File: src/verilog/ssc_pkg.sv
package ssc_pkg;

  localparam int          SSC_W        = 16;
  localparam int          SSC_NSETS    = 4;
  localparam int          SSC_SB_W     = 8;
  localparam logic [15:0] SSC_REG_RST  = 16'h0000;

  // Register set index, also the order of the event ports
  localparam int SSC_SET_STD  = 0;
  localparam int SSC_SET_OPER = 1;
  localparam int SSC_SET_MEAS = 2;
  localparam int SSC_SET_QUES = 3;

  // Status byte bit positions
  localparam int SSC_SB_MEAS  = 0;
  localparam int SSC_SB_ERRQ  = 2;
  localparam int SSC_SB_QUES  = 3;
  localparam int SSC_SB_OUTQ  = 4;
  localparam int SSC_SB_STD   = 5;
  localparam int SSC_SB_MSS   = 6;
  localparam int SSC_SB_OPER  = 7;

  // APB byte addresses
  localparam logic [11:0] SSC_A_COND    = 12'h000;
  localparam logic [11:0] SSC_A_EVENT   = 12'h010;
  localparam logic [11:0] SSC_A_ENABLE  = 12'h020;
  localparam logic [11:0] SSC_A_STB     = 12'h030;
  localparam logic [11:0] SSC_A_SRE     = 12'h034;
  localparam logic [11:0] SSC_A_CMD     = 12'h038;
  localparam logic [11:0] SSC_A_QSTAT   = 12'h03C;
  localparam logic [11:0] SSC_A_OUTQ_RD = 12'h040;
  localparam logic [11:0] SSC_A_ERRQ_RD = 12'h044;

  // Command register bits
  localparam int SSC_CMD_CLS      = 0;
  localparam int SSC_CMD_STPRESET = 1;
  localparam int SSC_CMD_QCLEAR   = 2;
  localparam int SSC_CMD_SYSPRES  = 3;

  localparam int SSC_QDEPTH = 8;
  localparam int SSC_QPW    = 4;

  typedef logic [SSC_W-1:0] ssc_word_t;

endpackage : ssc_pkg

File: src/verilog/ssc_queue.sv
`timescale 1ns/1ps
module ssc_queue
  import ssc_pkg::*;
(
  input  wire logic                  pclk,
  input  wire logic                  presetn,
  input  wire logic                  push,
  input  wire logic [SSC_W-1:0]      push_data,
  input  wire logic                  pop,
  input  wire logic                  flush,
  output logic                       pending,
  output logic [SSC_W-1:0]           head,
  output logic [SSC_QPW-1:0]         count
);

  typedef struct packed {
    logic [SSC_QPW-2:0] rd;
    logic [SSC_QPW-2:0] wr;
    logic [SSC_QPW-1:0] cnt;
  } ssc_q_s;

  ssc_q_s    q_reg;
  ssc_q_s    q_next;
  ssc_word_t mem [SSC_QDEPTH];
  logic      do_push;
  logic      do_pop;

  // Push dropped when full unless a pop is taken the same cycle; flush wins over both
  always_comb begin
    do_pop  = pop && (q_reg.cnt != '0) && !flush;
    do_push = push && !flush &&
              (q_reg.cnt != SSC_QPW'(SSC_QDEPTH) || do_pop);
    q_next  = q_reg;
    if (flush) begin
      q_next = '0;
    end else begin
      if (do_push) q_next.wr = q_reg.wr + 1'b1;
      if (do_pop)  q_next.rd = q_reg.rd + 1'b1;
      q_next.cnt = q_reg.cnt + SSC_QPW'(do_push) - SSC_QPW'(do_pop);
    end
  end

  always_ff @(posedge pclk or negedge presetn) begin
    if (!presetn) begin
      q_reg <= '0;
    end else begin
      q_reg <= q_next;
    end
  end

  always_ff @(posedge pclk) begin
    if (do_push) mem[q_reg.wr] <= push_data;
  end

  assign pending = (q_reg.cnt != '0);
  assign head    = pending ? mem[q_reg.rd] : '0;
  assign count   = q_reg.cnt;

endmodule : ssc_queue

File: src/verilog/ssc_status.sv
// How it works
// RL1 - Power-on clears all registers, empties queues
// RL2 - Condition registers are live, read-only, unlatched
// RL3 - Event bits latch to one until read, clear-status or reset
// RL4 - Set summary is OR of event AND enable
// RL5 - Responses and errors enter their queues
// RL6 - Non-empty queue raises its status bit
// RL7 - Status byte gathers four sets, two queues
// RL8 - Master summary from enabled status byte bits
// RL9 - Clear-status zeros all four event registers
// RL10 - Status preset zeros three enable registers
// RL11 - Standard enable touched only by its write
// RL12 - Writing zero clears an enable register
// RL13 - Clear-status or queue clear empties errors
// RL14 - Status preset keeps error queue
// RL15 - System preset changes nothing
// RL16 - Reading an event register clears it
// RL17 - Only enable registers, the service request enable and the command word are writable
// RL18 - Output queue at B4, error queue at B2
// RL19 - New event beats a same-cycle clear
// RL20 - Summaries registered, one clock latency
`timescale 1ns/1ps
module ssc_status
  import ssc_pkg::*;
(
  input  wire logic                       pclk,
  input  wire logic                       presetn,
  input  wire logic                       psel,
  input  wire logic                       penable,
  input  wire logic                       pwrite,
  input  wire logic [11:0]                paddr,
  input  wire logic [31:0]                pwdata,
  input  wire logic [3:0]                 pstrb,
  output logic                            pready,
  output logic                            pslverr,
  output logic [31:0]                     prdata,
  input  wire logic [SSC_NSETS*SSC_W-1:0] cond_in,
  input  wire logic [SSC_NSETS*SSC_W-1:0] event_in,
  input  wire logic                       resp_push,
  input  wire logic [SSC_W-1:0]           resp_data,
  input  wire logic                       err_push,
  input  wire logic [SSC_W-1:0]           err_data,
  output logic                            master_service_summary,
  output logic [SSC_SB_W-1:0]             status_byte
);

  typedef struct packed {
    logic [SSC_NSETS-1:0][SSC_W-1:0] cond;
    logic [SSC_NSETS-1:0][SSC_W-1:0] evt;
    logic [SSC_NSETS-1:0][SSC_W-1:0] ena;
    logic [SSC_SB_W-1:0]             sre;
    logic [SSC_SB_W-1:0]             stb;
    logic                            mss;
    logic [31:0]                     rdata;
    logic                            err;
    logic                            rdy;
  } ssc_st_s;

  ssc_st_s st_reg;
  ssc_st_s st_next;

  logic                  acc;
  logic                  wr_acc;
  logic                  rd_acc;
  logic [1:0]            set_sel;
  logic [11:0]           page;
  logic                  cmd_cls;
  logic                  cmd_stpre;
  logic                  cmd_qclr;
  logic                  outq_pend;
  logic                  errq_pend;
  logic [SSC_W-1:0]      outq_head;
  logic [SSC_W-1:0]      errq_head;
  logic [SSC_QPW-1:0]    outq_cnt;
  logic [SSC_QPW-1:0]    errq_cnt;
  logic                  outq_pop;
  logic                  errq_pop;
  logic [SSC_NSETS-1:0]  set_sum;
  logic [SSC_NSETS-1:0]  evt_rd;
  logic [SSC_NSETS-1:0]  ena_wr;
  logic                  known;

  // Zero wait state slave; pready high in the access phase
  assign acc     = psel && penable;
  assign wr_acc  = acc && pwrite;
  assign rd_acc  = acc && !pwrite;
  assign set_sel = paddr[3:2];
  assign page    = {paddr[11:4], 4'h0};

  assign cmd_cls   = wr_acc && paddr == SSC_A_CMD && pwdata[SSC_CMD_CLS];
  assign cmd_stpre = wr_acc && paddr == SSC_A_CMD &&
                     pwdata[SSC_CMD_STPRESET];
  assign cmd_qclr  = wr_acc && paddr == SSC_A_CMD &&
                     pwdata[SSC_CMD_QCLEAR];
  assign outq_pop  = rd_acc && paddr == SSC_A_OUTQ_RD;
  assign errq_pop  = rd_acc && paddr == SSC_A_ERRQ_RD;

  ssc_queue u_outq (
    .pclk      (pclk),
    .presetn   (presetn),
    .push      (resp_push),                               // [RL5]
    .push_data (resp_data),
    .pop       (outq_pop),
    .flush     (1'b0),
    .pending   (outq_pend),
    .head      (outq_head),
    .count     (outq_cnt)
  );

  ssc_queue u_errq (
    .pclk      (pclk),
    .presetn   (presetn),
    .push      (err_push),                                // [RL5]
    .push_data (err_data),
    .pop       (errq_pop),
    .flush     (cmd_cls || cmd_qclr),               // [RL13] [RL14]
    .pending   (errq_pend),
    .head      (errq_head),
    .count     (errq_cnt)
  );

  genvar g;
  generate
    for (g = 0; g < SSC_NSETS; g++) begin : g_set
      assign evt_rd[g]  = rd_acc && page == SSC_A_EVENT &&
                          set_sel == 2'(g);                 // [RL16]
      // Standard enable ignores both presets
      assign ena_wr[g]  = wr_acc && page == SSC_A_ENABLE &&
                          set_sel == 2'(g);                 // [RL17]
      assign set_sum[g] = |(st_reg.evt[g] & st_reg.ena[g]); // [RL4]
    end
  endgenerate

  always_comb begin
    st_next      = st_reg;
    st_next.rdy  = 1'b0;
    st_next.err  = 1'b0;
    st_next.cond = cond_in;                                 // [RL2]
    for (int i = 0; i < SSC_NSETS; i++) begin
      // Clear first, so a same-cycle event still lands
      if (cmd_cls || evt_rd[i]) begin
        st_next.evt[i] = SSC_REG_RST;                       // [RL9]
      end
      st_next.evt[i] = st_next.evt[i] |
                       event_in[i*SSC_W +: SSC_W];     // [RL3] [RL19]
      if (cmd_stpre && i != SSC_SET_STD) begin
        st_next.ena[i] = SSC_REG_RST;                  // [RL10] [RL11]
      end
      if (ena_wr[i]) begin
        st_next.ena[i] = pwdata[SSC_W-1:0];            // [RL12] [RL17]
      end
    end
    if (wr_acc && paddr == SSC_A_SRE) begin
      st_next.sre = pwdata[SSC_SB_W-1:0];                   // [RL12]
    end
    // Summaries follow inputs, no latching in the status byte
    st_next.stb                = '0;
    st_next.stb[SSC_SB_MEAS]   = set_sum[SSC_SET_MEAS];     // [RL7]
    st_next.stb[SSC_SB_QUES]   = set_sum[SSC_SET_QUES];
    st_next.stb[SSC_SB_STD]    = set_sum[SSC_SET_STD];
    st_next.stb[SSC_SB_OPER]   = set_sum[SSC_SET_OPER];
    st_next.stb[SSC_SB_OUTQ]   = outq_pend;            // [RL6] [RL18]
    st_next.stb[SSC_SB_ERRQ]   = errq_pend;            // [RL6] [RL18]
    st_next.stb[SSC_SB_MSS]    = 1'b0;
    st_next.mss = |(st_next.stb & st_reg.sre);         // [RL8] [RL20]
    st_next.stb[SSC_SB_MSS]    = st_next.mss;
    // Read mux; system preset bit is accepted and ignored
    known = 1'b1;
    st_next.rdata = '0;
    unique case (page)
      SSC_A_COND:   st_next.rdata = {16'h0000, st_reg.cond[set_sel]};
      SSC_A_EVENT:  st_next.rdata = {16'h0000, st_reg.evt[set_sel]};
      SSC_A_ENABLE: st_next.rdata = {16'h0000, st_reg.ena[set_sel]};
      default: begin
        unique case (paddr)
          SSC_A_STB:     st_next.rdata = {24'h00_0000, st_reg.stb};
          SSC_A_SRE:     st_next.rdata = {24'h00_0000, st_reg.sre};
          SSC_A_CMD:     st_next.rdata = 32'h0000_0000;    // [RL15]
          SSC_A_QSTAT:   st_next.rdata = {24'h00_0000, errq_cnt,
                                          outq_cnt};
          SSC_A_OUTQ_RD: st_next.rdata = {16'h0000, outq_head};
          SSC_A_ERRQ_RD: st_next.rdata = {16'h0000, errq_head};
          default:       known = 1'b0;
        endcase
      end
    endcase
    // Writes to read-only words and any access to unmapped words raise pslverr
    if (acc && !st_reg.rdy) begin
      st_next.rdy = 1'b1;
      st_next.err = !known || (pwrite && (page == SSC_A_COND ||
                    page == SSC_A_EVENT || paddr == SSC_A_STB ||
                    paddr == SSC_A_QSTAT || paddr == SSC_A_OUTQ_RD ||
                    paddr == SSC_A_ERRQ_RD));               // [RL17]
    end
  end

  always_ff @(posedge pclk or negedge presetn) begin
    if (!presetn) begin
      st_reg <= '0;                                         // [RL1]
    end else begin
      st_reg <= st_next;
    end
  end

  assign pready                 = 1'b1;
  assign pslverr                = acc && st_next.err;
  assign prdata                 = st_next.rdata;
  assign master_service_summary = st_reg.mss;
  assign status_byte            = st_reg.stb;

endmodule : ssc_status

File: config.mk
export PLATFORM = sky130hd
export DESIGN_NAME = ssc_status
export DESIGN_NICKNAME = d
export VERILOG_FILES = /design/src/verilog/ssc_pkg.sv /design/src/verilog/ssc_queue.sv /design/src/verilog/ssc_status.sv
export SDC_FILE = /design/constraint.sdc
export NUM_CORES = 1
export LEC_CHECK = 0
export CAP_MARGIN = 20
export CORE_MARGIN = 2
export CORE_UTILIZATION = 65
export CTS_CLUSTER_SIZE = 40
export DETAILED_ROUTE_END_ITERATION = 16
export DONT_BUFFER_PORTS = 1
export MAX_ROUTING_LAYER = met4
export PLACE_DENSITY_LB_ADDON = 0.08
export SETUP_SLACK_MARGIN = 0.2
export SYNTH_ARGS = -nofsm -noshare
export SYNTH_HDL_FRONTEND = slang
export SYNTH_SLANG_ARGS = --single-unit
export TNS_END_PERCENT = 5
File: constraint.sdc
create_clock -name pclk -period 9.1 [get_ports pclk]
set_clock_uncertainty 0.05 [all_clocks]
set_input_delay 0 -clock pclk [delete_from_list [all_inputs] [get_ports pclk]]
set_output_delay 0 -clock pclk [all_outputs]
set_load 0.05 [all_outputs]
==> run metrics, run 1 <==
Crit Path Class=in -> reg; Slew HR=20.0%; antenna viol nets, final=0; largest net degree at the start of global routing=229; antenna violations before repair=8; Switching Share=25.0%; slew at the pin closest to its max-slew limit=1190 ps; Initial DRC Count=1,594; Global Route Usage Sum=37.1%; Final WS setup=5010 ps; routability cong.=0.916; sequential cell area fraction in the yosys report=66.0%; min cycle time layout=4090 ps; number of flops mapped to enable cells by yosys=256; synth warn=0; filler cell count in the final layout=1,538; placed instance area=20,500 um^2; Clock Latency Late Sink=580 ps; met1 usage=46.5%; Post-Place Setup Slack=5740 ps; total power divided by cell area=215 nW/um^2; Reg clk slew, reported paths=70 ps; max reg flops=201; hold_ws=22.2 ps; WL final=57.9 mm; worst ir drop on vdd=0.000183 V; Die Height=181 um; Core Rows=64; post-route cell area=25,000 um^2; met2 Track Usage GR=57.2%; H-Tree Depth=2; DR pass1 iterations=7; Initial Utilization=66.2%; post-route setup TNS=0 ps; RSZ-0062 raised after global routing=no; worst-path maximum fanout=23; Vias/cell=6.79; synthesized cell area=20,300 um^2; fraction of layout cells with a size suffix above 1=19.9%; Residual DRC=0; top post-synthesis cells by area=edfxtp_1, dfrtp_1, mux4_2; ys async rst share=47.1%; GRT Max-Usage Layer=met2; clk root buf=clkbuf_16; Final setup viols=0; Req. time, crit path=9230 ps; total congestion overflow=0; Hold WC Path Type=in -> reg; Pint=4.02 mW; vias in the first global route=13,800; clock buffer depth=3; final worst path period share=44.9%; Top FF cell, synth=edfxtp_1; die width=181 um; total setup buffers inserted after CTS=0; first-pass GRT wire length=86.4 mm; Max Transition Viols Final=0; Num CTS Buffers=48; crit end category=flip-flop; Synth Register Bits=484; Distinct cells, synth=62; vias=13,100; hpwl dp=33.2 mm; status=complete, no violations; drt wl/cell=30.0 um; met3 usage=7.64%; # clock sinks=484; NumNets Final=1,720; Comb power frac=11.9%; P_sw=1.34 mW; LEAKAGE=9.07 nW; cell count after synthesis=1,234; sequential cell area=13,400 um^2; clock power share=38.5%; IO Port Bufs=0; Hold Fails Final Rpt=0; top cell type's share of synthesized area=37.9%; TritonCTS clock tree=done; sequential power share=49.6%; core area=30,700 um^2; total of max-cap violations=0; f_max=245 MHz; multi-input logic area=6390 um^2; CP arrival=4210 ps; Die Area=32,600 um^2; IO Count=258; Synth area leader=edfxtp_1; Avg Cell Area, Syn=16.4 um^2; Area Overhead vs Synth=23.1%; Setup crit start kind=primary input
Yosys cell counts, drive strengths merged, types with 3 or more instances:
library cell,n
a21o,66
a21oi,11
a221oi,24
a22o,32
a22oi,6
a32oi,4
and2,3
and3,8
buf,74
clkbuf,36
dfrtp,228
edfxtp,256
ha,16
inv,19
mux2,46
mux2i,24
mux4,112
nand2,86
nand2b,4
nand3,10
nand4,6
nor2,25
nor3,8
nor4,6
nor4b,4
o211ai,9
o21a,4
o21ai,50
o22a,6
o22ai,13
or2,4
xnor2,6
xor2,3
power by group through the flow:
stage / combinational (mW) / clock, mW / sequential, mW
2_1_floorplan: 0.384 / 0 / 2.63
3_3_place_gp: 0.471 / 0 / 2.68
3_5_place_dp: 0.483 / 0 / 2.69
4_1_cts: 0.620 / 2.06 / 2.65
5_1_grt: 0.688 / 2.16 / 2.67
6_report: 0.639 / 2.06 / 2.66
metrics by stage:
| step | utilization, % | std cells | power, mW |
|---|---|---|---|
| final | 81.4 | 1930 | 5.36 |
| after global routing | 81.4 | 1930 | 5.52 |
| after CTS | 81.0 | 1914 | 5.33 |
| after detailed placement | 67.0 | 1561 | 3.18 |
| after global placement | 67.0 | 1561 | 3.15 |
| after floorplan | - | 1250 | 3.02 |
logic make-up (layout without fill, tap and decap cells):
group	after synthesis	count (layout)	synth area share, %
XOR/XNOR	9	9	0.389
AO/OA/AOI/OAI	237	237	8.60
buffers and inverters	129	405	3.27
other	2	26	0.0370
adder cells (fa/ha/maj)	18	18	1.18
flip-flops	484	484	66.0
multiplexers	182	182	16.2
AND/OR/NAND/NOR	173	173	4.34
layout make-up:
cell class / instances / share of cell area [%]
clock buffers: 62 / 5.18
inverters: 19 / 0.286
multi-input cells: 637 / 25.6
flip-flops and latches: 484 / 53.6
well taps: 396 / 1.98
clock inverters: 27 / 1.40
repair buffers: 297 / 11.8
diodes: 8 / 0.0802
timing repair:
action	CTS	global route
hold endpoints to repair	725	10
hold buffers	264	2
gates resized for setup	0	0
per-layer routing:
| layer | routed length, um | part of all wire, % |
|---|---|---|
| met2 | 28300 | 49 |
| met4 | 3840 | 6.6 |
| met5 | 0 | 0 |
| met3 | 5460 | 9.4 |
| met1 | 20300 | 35 |
worst paths after layout:
path	startpoint	to	slack (ps)	cells past startpoint
max	paddr[5]	u_outq.mem[5][4]$_DFFE_PP_	5010	9
min	event_in[11]	st_reg[126]$_DFF_PN0_	20	2
max reg2reg	u_outq.count[2]$_DFF_PN0_	u_outq.mem[5][4]$_DFFE_PP_	5900	8
min reg2reg	st_reg[0]$_DFF_PN0_	st_reg[0]$_DFF_PN0_	400	1
max in group asynchronous	presetn	u_errq.q_reg[7]$_DFFE_PN0P_	7980	2
min in group asynchronous	presetn	st_reg[75]$_DFFE_PN0P_	100	2
cell usage in the layout (no fill, tap or decap), types with 6 or more instances in the layout:
cell           Yosys  routed
conb_1             2      18
o21ai_0           49      49
nand3_1            9       9
clkbuf_16          0      48
clkinv_2           0      10
nand2_1           86      86
nor2_1            25      25
a21oi_1            8       8
mux2_2            46      46
bufinv_16          0       7
a21o_1            66      66
edfxtp_1         256     256
a22o_1            32      32
o22a_1             6       6
clkbuf_1          36      10
buf_4             41      26
ha_1              16      16
nand4_1            6       6
xnor2_1            6       6
dlygate4sd3_1      0     265
inv_1             18      18
o22ai_1           13      13
mux2i_1           24      24
mux4_2           112     112
diode_2            0       8
a22oi_1            6       6
a221oi_1          24      24
o211ai_1           8       8
nor3_4             1       6
and3_1             7       7
dfrtp_1          228     226
worst max-delay path, cell delays in order:
cell	delay (ps)
dlygate4sd3_1	600
nor4b_2	340
dlygate4sd3_1	620
nand3_2	160
dlygate4sd3_1	710
nor3_4	420
o21ai_2	270
inv_2	160
and4b_1	910
(Power assumes the default switching activity.)
==> inputs of run 2 (changes only) <==
--- a/config.mk
+++ b/config.mk
@@ -7,7 +7,7 @@
 export LEC_CHECK = 0
 export CAP_MARGIN = 20
 export CORE_MARGIN = 2
-export CORE_UTILIZATION = 65
+export CORE_UTILIZATION = 57
 export CTS_CLUSTER_SIZE = 40
 export DETAILED_ROUTE_END_ITERATION = 16
 export DONT_BUFFER_PORTS = 1
==> constraint.sdc (replaced) <==
create_clock -name pclk -period 3.5 [get_ports pclk]
set_clock_uncertainty 0.05 [all_clocks]
set_input_delay 0 -clock pclk [delete_from_list [all_inputs] [get_ports pclk]]
set_output_delay 0 -clock pclk [all_outputs]
set_load 0.05 [all_outputs]
==> run 2 against run 1 <==
The flow now finishes with violations (negative hold slack). Sequential share of layout area shrank 1.5 points. Setup slack lost 4800 ps. Non-clock buffer count grew 69. Largest power group unchanged. First-iteration DRC count shrank 27%.
==> run metrics, run 2 (same netlist as run 1, synthesis figures left out) <==
status=complete, but fails checks (was complete, no violations); failing checks=negative hold slack; worst-path maximum fanout=58 (was 23); Tot Pwr=14.0 mW (was 5.36 mW); CP cell instances=dlygate4sd3_1 > nor2b_1 > dlygate4sd3_1 > nand2_1 > or2_2 > o21ai_0 > o21a_1 (was dlygate4sd3_1 > nor4b_2 > dlygate4sd3_1 > nand3_2 > dlygate4sd3_1 > nor3_4 > o21ai_2 > inv_2 > and4b_1); largest net degree at the start of global routing=229 (unchanged); routability cong.=0.924 (was 0.916); Slowest Stage Delay on Critical Path=670 ps (was 910 ps); TritonCTS clock tree=done (unchanged); Die Area=37,100 um^2 (was 32,600 um^2); Die Height=193 um (was 181 um); Initial DRC Count=1,169 (was 1,594); Critical Path Most Common Cell=dlygate4sd3_1 (unchanged); total setup buffers inserted after CTS=0 (unchanged); IO Count=258 (unchanged); Initial Utilization=57.5% (was 66.2%); drt wl/cell=28.0 um (was 30.0 um); Hold Fails Final Rpt=228 (was 0); RSZ-0062 raised after global routing=yes (was no); fraction of layout cells with a size suffix above 1=19.6% (was 19.9%); vias=13,000 (was 13,100); LEAKAGE=9.26 nW (was 9.07 nW); antenna viol nets, final=0 (unchanged); Max Transition Viols Final=0 (unchanged); die width=193 um (was 181 um); vias in the first global route=13,500 (was 13,800); WL final=57.9 mm (about the same); worst ir drop on vdd=0.000562 V (was 0.000183 V); total of max-cap violations=0 (unchanged); hpwl dp=35.0 mm (was 33.2 mm); Final WS setup=232 ps (was 5010 ps); f_max=306 MHz; final worst path period share=93.4%; Req. time, crit path=3450 ps (was 9230 ps); Residual DRC=0 (unchanged); Clock Latency Late Sink=600 ps (was 580 ps); post-route cell area=25,700 um^2 (was 25,000 um^2); Core Rows=69 (was 64); IO Port Bufs=0 (unchanged); slew at the pin closest to its max-slew limit=1220 ps (was 1190 ps); cell family with most CP delay=buffers and inverters (unchanged); Finished Layout Cells=2,066 (was 1,930); WP buf/inv=2 (was 4); crit end category=output port (was flip-flop); placed instance area=20,800 um^2 (was 20,500 um^2); min cycle time layout=3270 ps; Slew HR=18.3% (was 20.0%); slowest CP cell=o21ai_0 (was and4b_1); H-Tree Depth=2 (unchanged); clock buffer depth=3 (unchanged); most frequent cells in the layout=dlygate4sd3_1, edfxtp_1, dfrtp_1, mux4_2, nand2_1 (unchanged); hold_ws=-956 ps (was 22.2 ps); total power divided by cell area=542 nW/um^2 (was 215 nW/um^2); # clock sinks=484 (unchanged); commonest non-fill, non-tap cell in the layout=dlygate4sd3_1 (unchanged); clk root buf=clkbuf_16 (unchanged); Placed Cells=1,640 (was 1,561); Area Overhead vs Synth=26.8% (was 23.1%); total congestion overflow=0 (unchanged); core area=35,300 um^2 (was 30,700 um^2); NumNets Final=1,790 (was 1,720); max reg flops=201 (unchanged); Crit Path Class=in -> out (was in -> reg); Reg clk slew, reported paths=60 ps (was 70 ps); Post-Place Setup Slack=456 ps (was 5740 ps); CP arrival=3220 ps (was 4210 ps); first-pass GRT wire length=85.5 mm (was 86.4 mm); Final setup viols=0 (unchanged); Hold WC Path Type=in -> async (was in -> reg); Global Route Usage Sum=33.0% (was 37.1%); antenna violations before repair=6 (was 8); Num CTS Buffers=49 (was 48); Setup crit start kind=primary input (unchanged); filler cell count in the final layout=2,145 (was 1,538); DR pass1 iterations=8 (was 7); Vias/cell=6.29 (was 6.79)
run 2: changes by cell type in the layout (fill, tap and decap cells not counted), moves of 2 or more:
cell and change:
buf_16 -2, buf_12 +2, buf_4 +11, buf_8 -3
dlygate4sd3_1 +61
run 2: cell type report:
cell class                 count  area (um^2)  share of cell area, %
antenna                        7         17.5                 0.0681
clock buffer                  63         1310                   5.09
clock inverter                29          349                   1.36
inverter                      19         71.3                  0.277
multi-input combinational    637         6400                   24.9
sequential                   484        13400                   52.1
tap                          461          577                   2.24
timing repair buffer         366         3590                   14.0
run 2: what timing repair did:
action | 4_1_cts | 5_1_grt
endpoints found under the setup margin | 1 | 6
hold buffers | 323 | 3
endpoints found under the hold margin | 718 | 239
cloned | 0 | 0
resized for setup | 1 | 1
run 2: path summary, 6_finish.rpt:
path / startpoint / end / slack [ps] / cells after the start
max in group asynchronous: presetn / u_errq.q_reg[7]$_DFFE_PN0P_ / 3910 / 0
min in group pclk: event_in[55] / st_reg[170]$_DFF_PN0_ / 10 / 2
worst max register to register: u_outq.count[2]$_DFF_PN0_ / u_outq.count[2]$_DFF_PN0_ / 430 / 10
worst max-delay path: paddr[3] / prdata[11] / 230 / 7
worst min register to register: st_reg[0]$_DFF_PN0_ / st_reg[0]$_DFF_PN0_ / 410 / 1
worst min-delay path: presetn / st_reg[208]$_DFF_PN0_ / -960 / 0
run 2: metrics by stage:
step           hold WS [ps]  util [%]  TNS (ps)
2_1_floorplan          -346         -     -2220
3_3_place_gp           -341      58.8         0
3_5_place_dp           -340      58.8         0
4_1_cts                -976      72.7         0
5_1_grt                -978      72.8         0
6_report               -956      72.8         0
run 2: report_power, final:
group	leakage (nW)	internal [mW]	total (mW)	switching, mW
registers	4.98	6.61	6.90	0.289
clock network	0.810	3.18	5.43	2.26
logic	3.47	0.719	1.61	0.894
run 2: layer usage:
layer	global-route usage (%)	routed length, um
met2	51.1	28300
met4	16.3	3100
met1	41.9	21900
met3	7.07	4650
met5	-	0
==> inputs of run 3 (changes only) <==
--- a/config.mk
+++ b/config.mk
@@ -5,9 +5,10 @@
 export SDC_FILE = /design/constraint.sdc
 export NUM_CORES = 1
 export LEC_CHECK = 0
+export ABC_AREA = 1
 export CAP_MARGIN = 20
 export CORE_MARGIN = 2
-export CORE_UTILIZATION = 57
+export CORE_UTILIZATION = 55
 export CTS_CLUSTER_SIZE = 40
 export DETAILED_ROUTE_END_ITERATION = 16
 export DONT_BUFFER_PORTS = 1
==> run 3 against run 2 <==
The run still ends with negative hold slack left. Die area rose by 6.7%. Core utilization fell by 3.6 points. Clock-buffer cell count rose by 7. Design area grew 1.2%. Synthesized cell count grew 64%. Setup slack better by 310 ps. Critical path type unchanged. Critical endpoint is now prdata[13]. Largest power group unchanged.
==> run metrics, run 3 <==
# clock sinks=484 (unchanged); sequential power share=49.6% (was 49.5%); Die Area=39,600 um^2 (was 37,100 um^2); Vias/cell=5.73 (was 6.29); Core Rows=71 (was 69); Area Overhead vs Synth=24.4% (was 26.8%); top post-synthesis cells by area=edfxtp_1, dfrtp_1, nand2_1 (was edfxtp_1, dfrtp_1, mux4_2); most frequent cells in the layout=nand2_1, dlygate4sd3_1, nor2_1, edfxtp_1, dfrtp_1 (was dlygate4sd3_1, edfxtp_1, dfrtp_1, mux4_2, nand2_1); P_sw=3.39 mW (was 3.44 mW); Initial Utilization=55.7% (was 57.5%); LEAKAGE=10.8 nW (was 9.26 nW); Clock Latency Late Sink=590 ps (was 600 ps); die width=199 um (was 193 um); placed instance area=21,500 um^2 (was 20,800 um^2); crit end category=output port (unchanged); total power divided by cell area=526 nW/um^2 (was 542 nW/um^2); NumNets Final=2,555 (was 1,790); Num CTS Buffers=50 (was 49); f_max=337 MHz (was 306 MHz); count leader, synth=nand2_1 (was edfxtp_1); hpwl dp=39.0 mm (was 35.0 mm); Req. time, crit path=3450 ps (about the same); Max Transition Viols Final=0 (unchanged); slowest CP cell=dlygate4sd3_1 (was o21ai_0); Comb power frac=11.7% (was 11.6%); Hold Fails Final Rpt=228 (unchanged); commonest non-fill, non-tap cell in the layout=nand2_1 (was dlygate4sd3_1); Residual DRC=0 (unchanged); antenna violations before repair=4 (was 6); Slew HR=44.1% (was 18.3%); H-Tree Depth=2 (unchanged); sequential cell area=13,400 um^2 (about the same); Die Height=199 um (was 193 um); Synth area leader=edfxtp_1 (unchanged); Synth Register Bits=484 (unchanged); Post-Place Setup Slack=404 ps (was 456 ps); antenna viol nets, final=0 (unchanged); post-route setup TNS=0 ps (unchanged); Initial DRC Count=1,501 (was 1,169); Hold WC Path Type=in -> async (unchanged); Finished Layout Cells=2,874 (was 2,066); Top FF cell, synth=edfxtp_1 (unchanged); Final setup viols=0 (unchanged); Global Route Usage Sum=34.1% (was 33.0%); fraction of layout cells with a size suffix above 1=7.68% (was 19.6%); multi-input logic area=6270 um^2 (was 6400 um^2); routability cong.=0.932 (was 0.924); synth warn=0 (unchanged); RSZ-0062 raised after global routing=no (was yes); min cycle time layout=2960 ps (was 3270 ps); total of max-cap violations=0 (unchanged); CP arrival=2910 ps (was 3220 ps); Switching Share=24.8% (was 24.6%); Setup crit start kind=primary input (unchanged); Distinct cells, synth=40 (was 62); status=complete, but fails checks (unchanged); filler cell count in the final layout=2,842 (was 2,145); slew at the pin closest to its max-slew limit=837 ps (was 1220 ps); failing checks=negative hold slack (unchanged); Final WS setup=537 ps (was 232 ps); clk root buf=clkbuf_16 (unchanged); DR pass1 iterations=5 (was 8); total congestion overflow=0 (unchanged); Synth top cells by count=nand2_1, nor2_1, edfxtp_1, dfrtp_1, o21ai_0 (was edfxtp_1, dfrtp_1, mux4_2, nand2_1, a21o_1); final worst path period share=84.7% (was 93.4%); vias=16,500 (was 13,000); ys async rst share=47.1% (unchanged); cell count after synthesis=2,029 (was 1,234); WL final=64.4 mm (was 57.9 mm); clock power share=38.7% (was 39.0%); IO Port Bufs=0 (unchanged); worst ir drop on vdd=0.000439 V (was 0.000562 V); IO Count=258 (unchanged); worst-path maximum fanout=14 (was 58); Tot Pwr=13.7 mW (was 14.0 mW); hold_ws=-933 ps (was -956 ps); largest net degree at the start of global routing=229 (unchanged); Avg Cell Area, Syn=10.3 um^2 (was 16.4 um^2); CP cell instances=dlygate4sd3_1 > inv_1 > nand2_1 > nor2_4 > inv_1 > nor2_1 > buf_4 > o21ai_0 > nand2_1 > nor2_1 > nand3_1 > buf_4 (was dlygate4sd3_1 > nor2b_1 > dlygate4sd3_1 > nand2_1 > or2_2 > o21ai_0 > o21a_1); synthesized cell area=20,900 um^2 (was 20,300 um^2); # hold bufs at CTS=290 (was 323); Reg clk slew, reported paths=70 ps (was 60 ps); top cell type's share of synthesized area=36.8% (was 37.9%); first-pass GRT wire length=96.8 mm (was 85.5 mm); Placed Cells=2,491 (was 1,640); clock buffer depth=3 (unchanged); max reg flops=201 (unchanged); Slowest Stage Delay on Critical Path=590 ps (was 670 ps); Crit Path Class=in -> out (unchanged); core area=37,600 um^2 (was 35,300 um^2); number of flops mapped to enable cells by yosys=256 (unchanged); post-route cell area=26,000 um^2 (was 25,700 um^2); vias in the first global route=16,500 (was 13,500); TritonCTS clock tree=done (unchanged); drt wl/cell=22.4 um (was 28.0 um); Pint=10.3 mW (was 10.5 mW); sequential cell area fraction in the yosys report=64.0% (was 66.0%)
## run 3: cell types whose count changed in the layout (fill, tap and decap cells not counted), sizes merged, moves of 28 or more
cell and change:
mux4 -112, nor2 +262, o21ai +169, nand3 +99, o21bai +57, a22o -28
o22ai +83, nand4 +30, a21o -66, inv +159, nand2 +240, dlygate4sd3 -36
mux2 -46
## run 3: path summary, 6_finish.rpt
check / startpoint / endpoint / slack, ps / cells after the start
hold / removal: presetn / st_reg[213]$_DFF_PN0_ / -930 / 0
min in group pclk: event_in[59] / st_reg[174]$_DFF_PN0_ / 30 / 2
setup / recovery: paddr[6] / prdata[13] / 540 / 12
hold reg to reg: st_reg[0]$_DFF_PN0_ / st_reg[0]$_DFF_PN0_ / 360 / 1
setup reg to reg: u_outq.count[2]$_DFF_PN0_ / u_outq.count[2]$_DFF_PN0_ / 570 / 12
max in group asynchronous: presetn / st_reg[136]$_DFF_PN0_ / 3920 / 0
## run 3: through the flow
stage	hold WS [ps]	util, %
2_1_floorplan	-346	-
3_3_place_gp	-341	57.2
3_5_place_dp	-340	57.2
4_1_cts	-970	69.2
5_1_grt	-946	69.2
6_report	-933	69.2
## run 3: cell families (layout without fill, tap and decap cells)
group,after synthesis,after routing,share of synthesized area (%)
simple gates,779,779,15.7
fa+ha+maj,18,18,1.15
flops,484,484,64.0
xor+xnor,7,7,0.293
compound gates,427,427,12.1
other cells,2,23,0.0359
buf+inv,312,625,6.63
## run 3: repair_timing
item                                    CTS  global route
endpoints found under the setup margin    0             1
buffers inserted                          0             0
endpoints found under the hold margin   707           228
resized for setup                         0             1
## run 3: layout make-up
| cell class | count | share of cell area [%] |
|---|---|---|
| sequential | 484 | 51.5 |
| clock inverter | 18 | 0.841 |
| timing repair buffer | 354 | 13.1 |
| antenna | 5 | 0.0481 |
| multi-input combinational | 1249 | 24.1 |
| inverter | 183 | 2.64 |
| clock buffer | 70 | 5.33 |
| tap | 511 | 2.46 |
## run 3: power groups by stage
stage                     registers (mW)  clock network (mW)  logic, mW
after global routing                6.83                5.60       1.75
after floorplan                     6.83                   0      0.892
after detailed placement            6.90                   0       1.29
after global placement              6.88                   0       1.25
after CTS                           6.79                5.34       1.58
final                               6.80                5.30       1.60
## run 3: critical path: cells and delay by family
family | cells | cell delay [ps]
AO/OA/AOI/OAI | 1 | 230
buffers and inverters | 5 | 1320
AND/OR/NAND/NOR | 6 | 1340
## run 3: layer usage
metal / wire length [um] / GRT usage (%) / vias to the layer above
met5: 0 / - / -
met4: 3170 / 17.2 / 0
met3: 5180 / 6.77 / 194
met2: 30700 / 53.3 / 792
met1: 25400 / 42.7 / 8019
li1: - / - / 7463
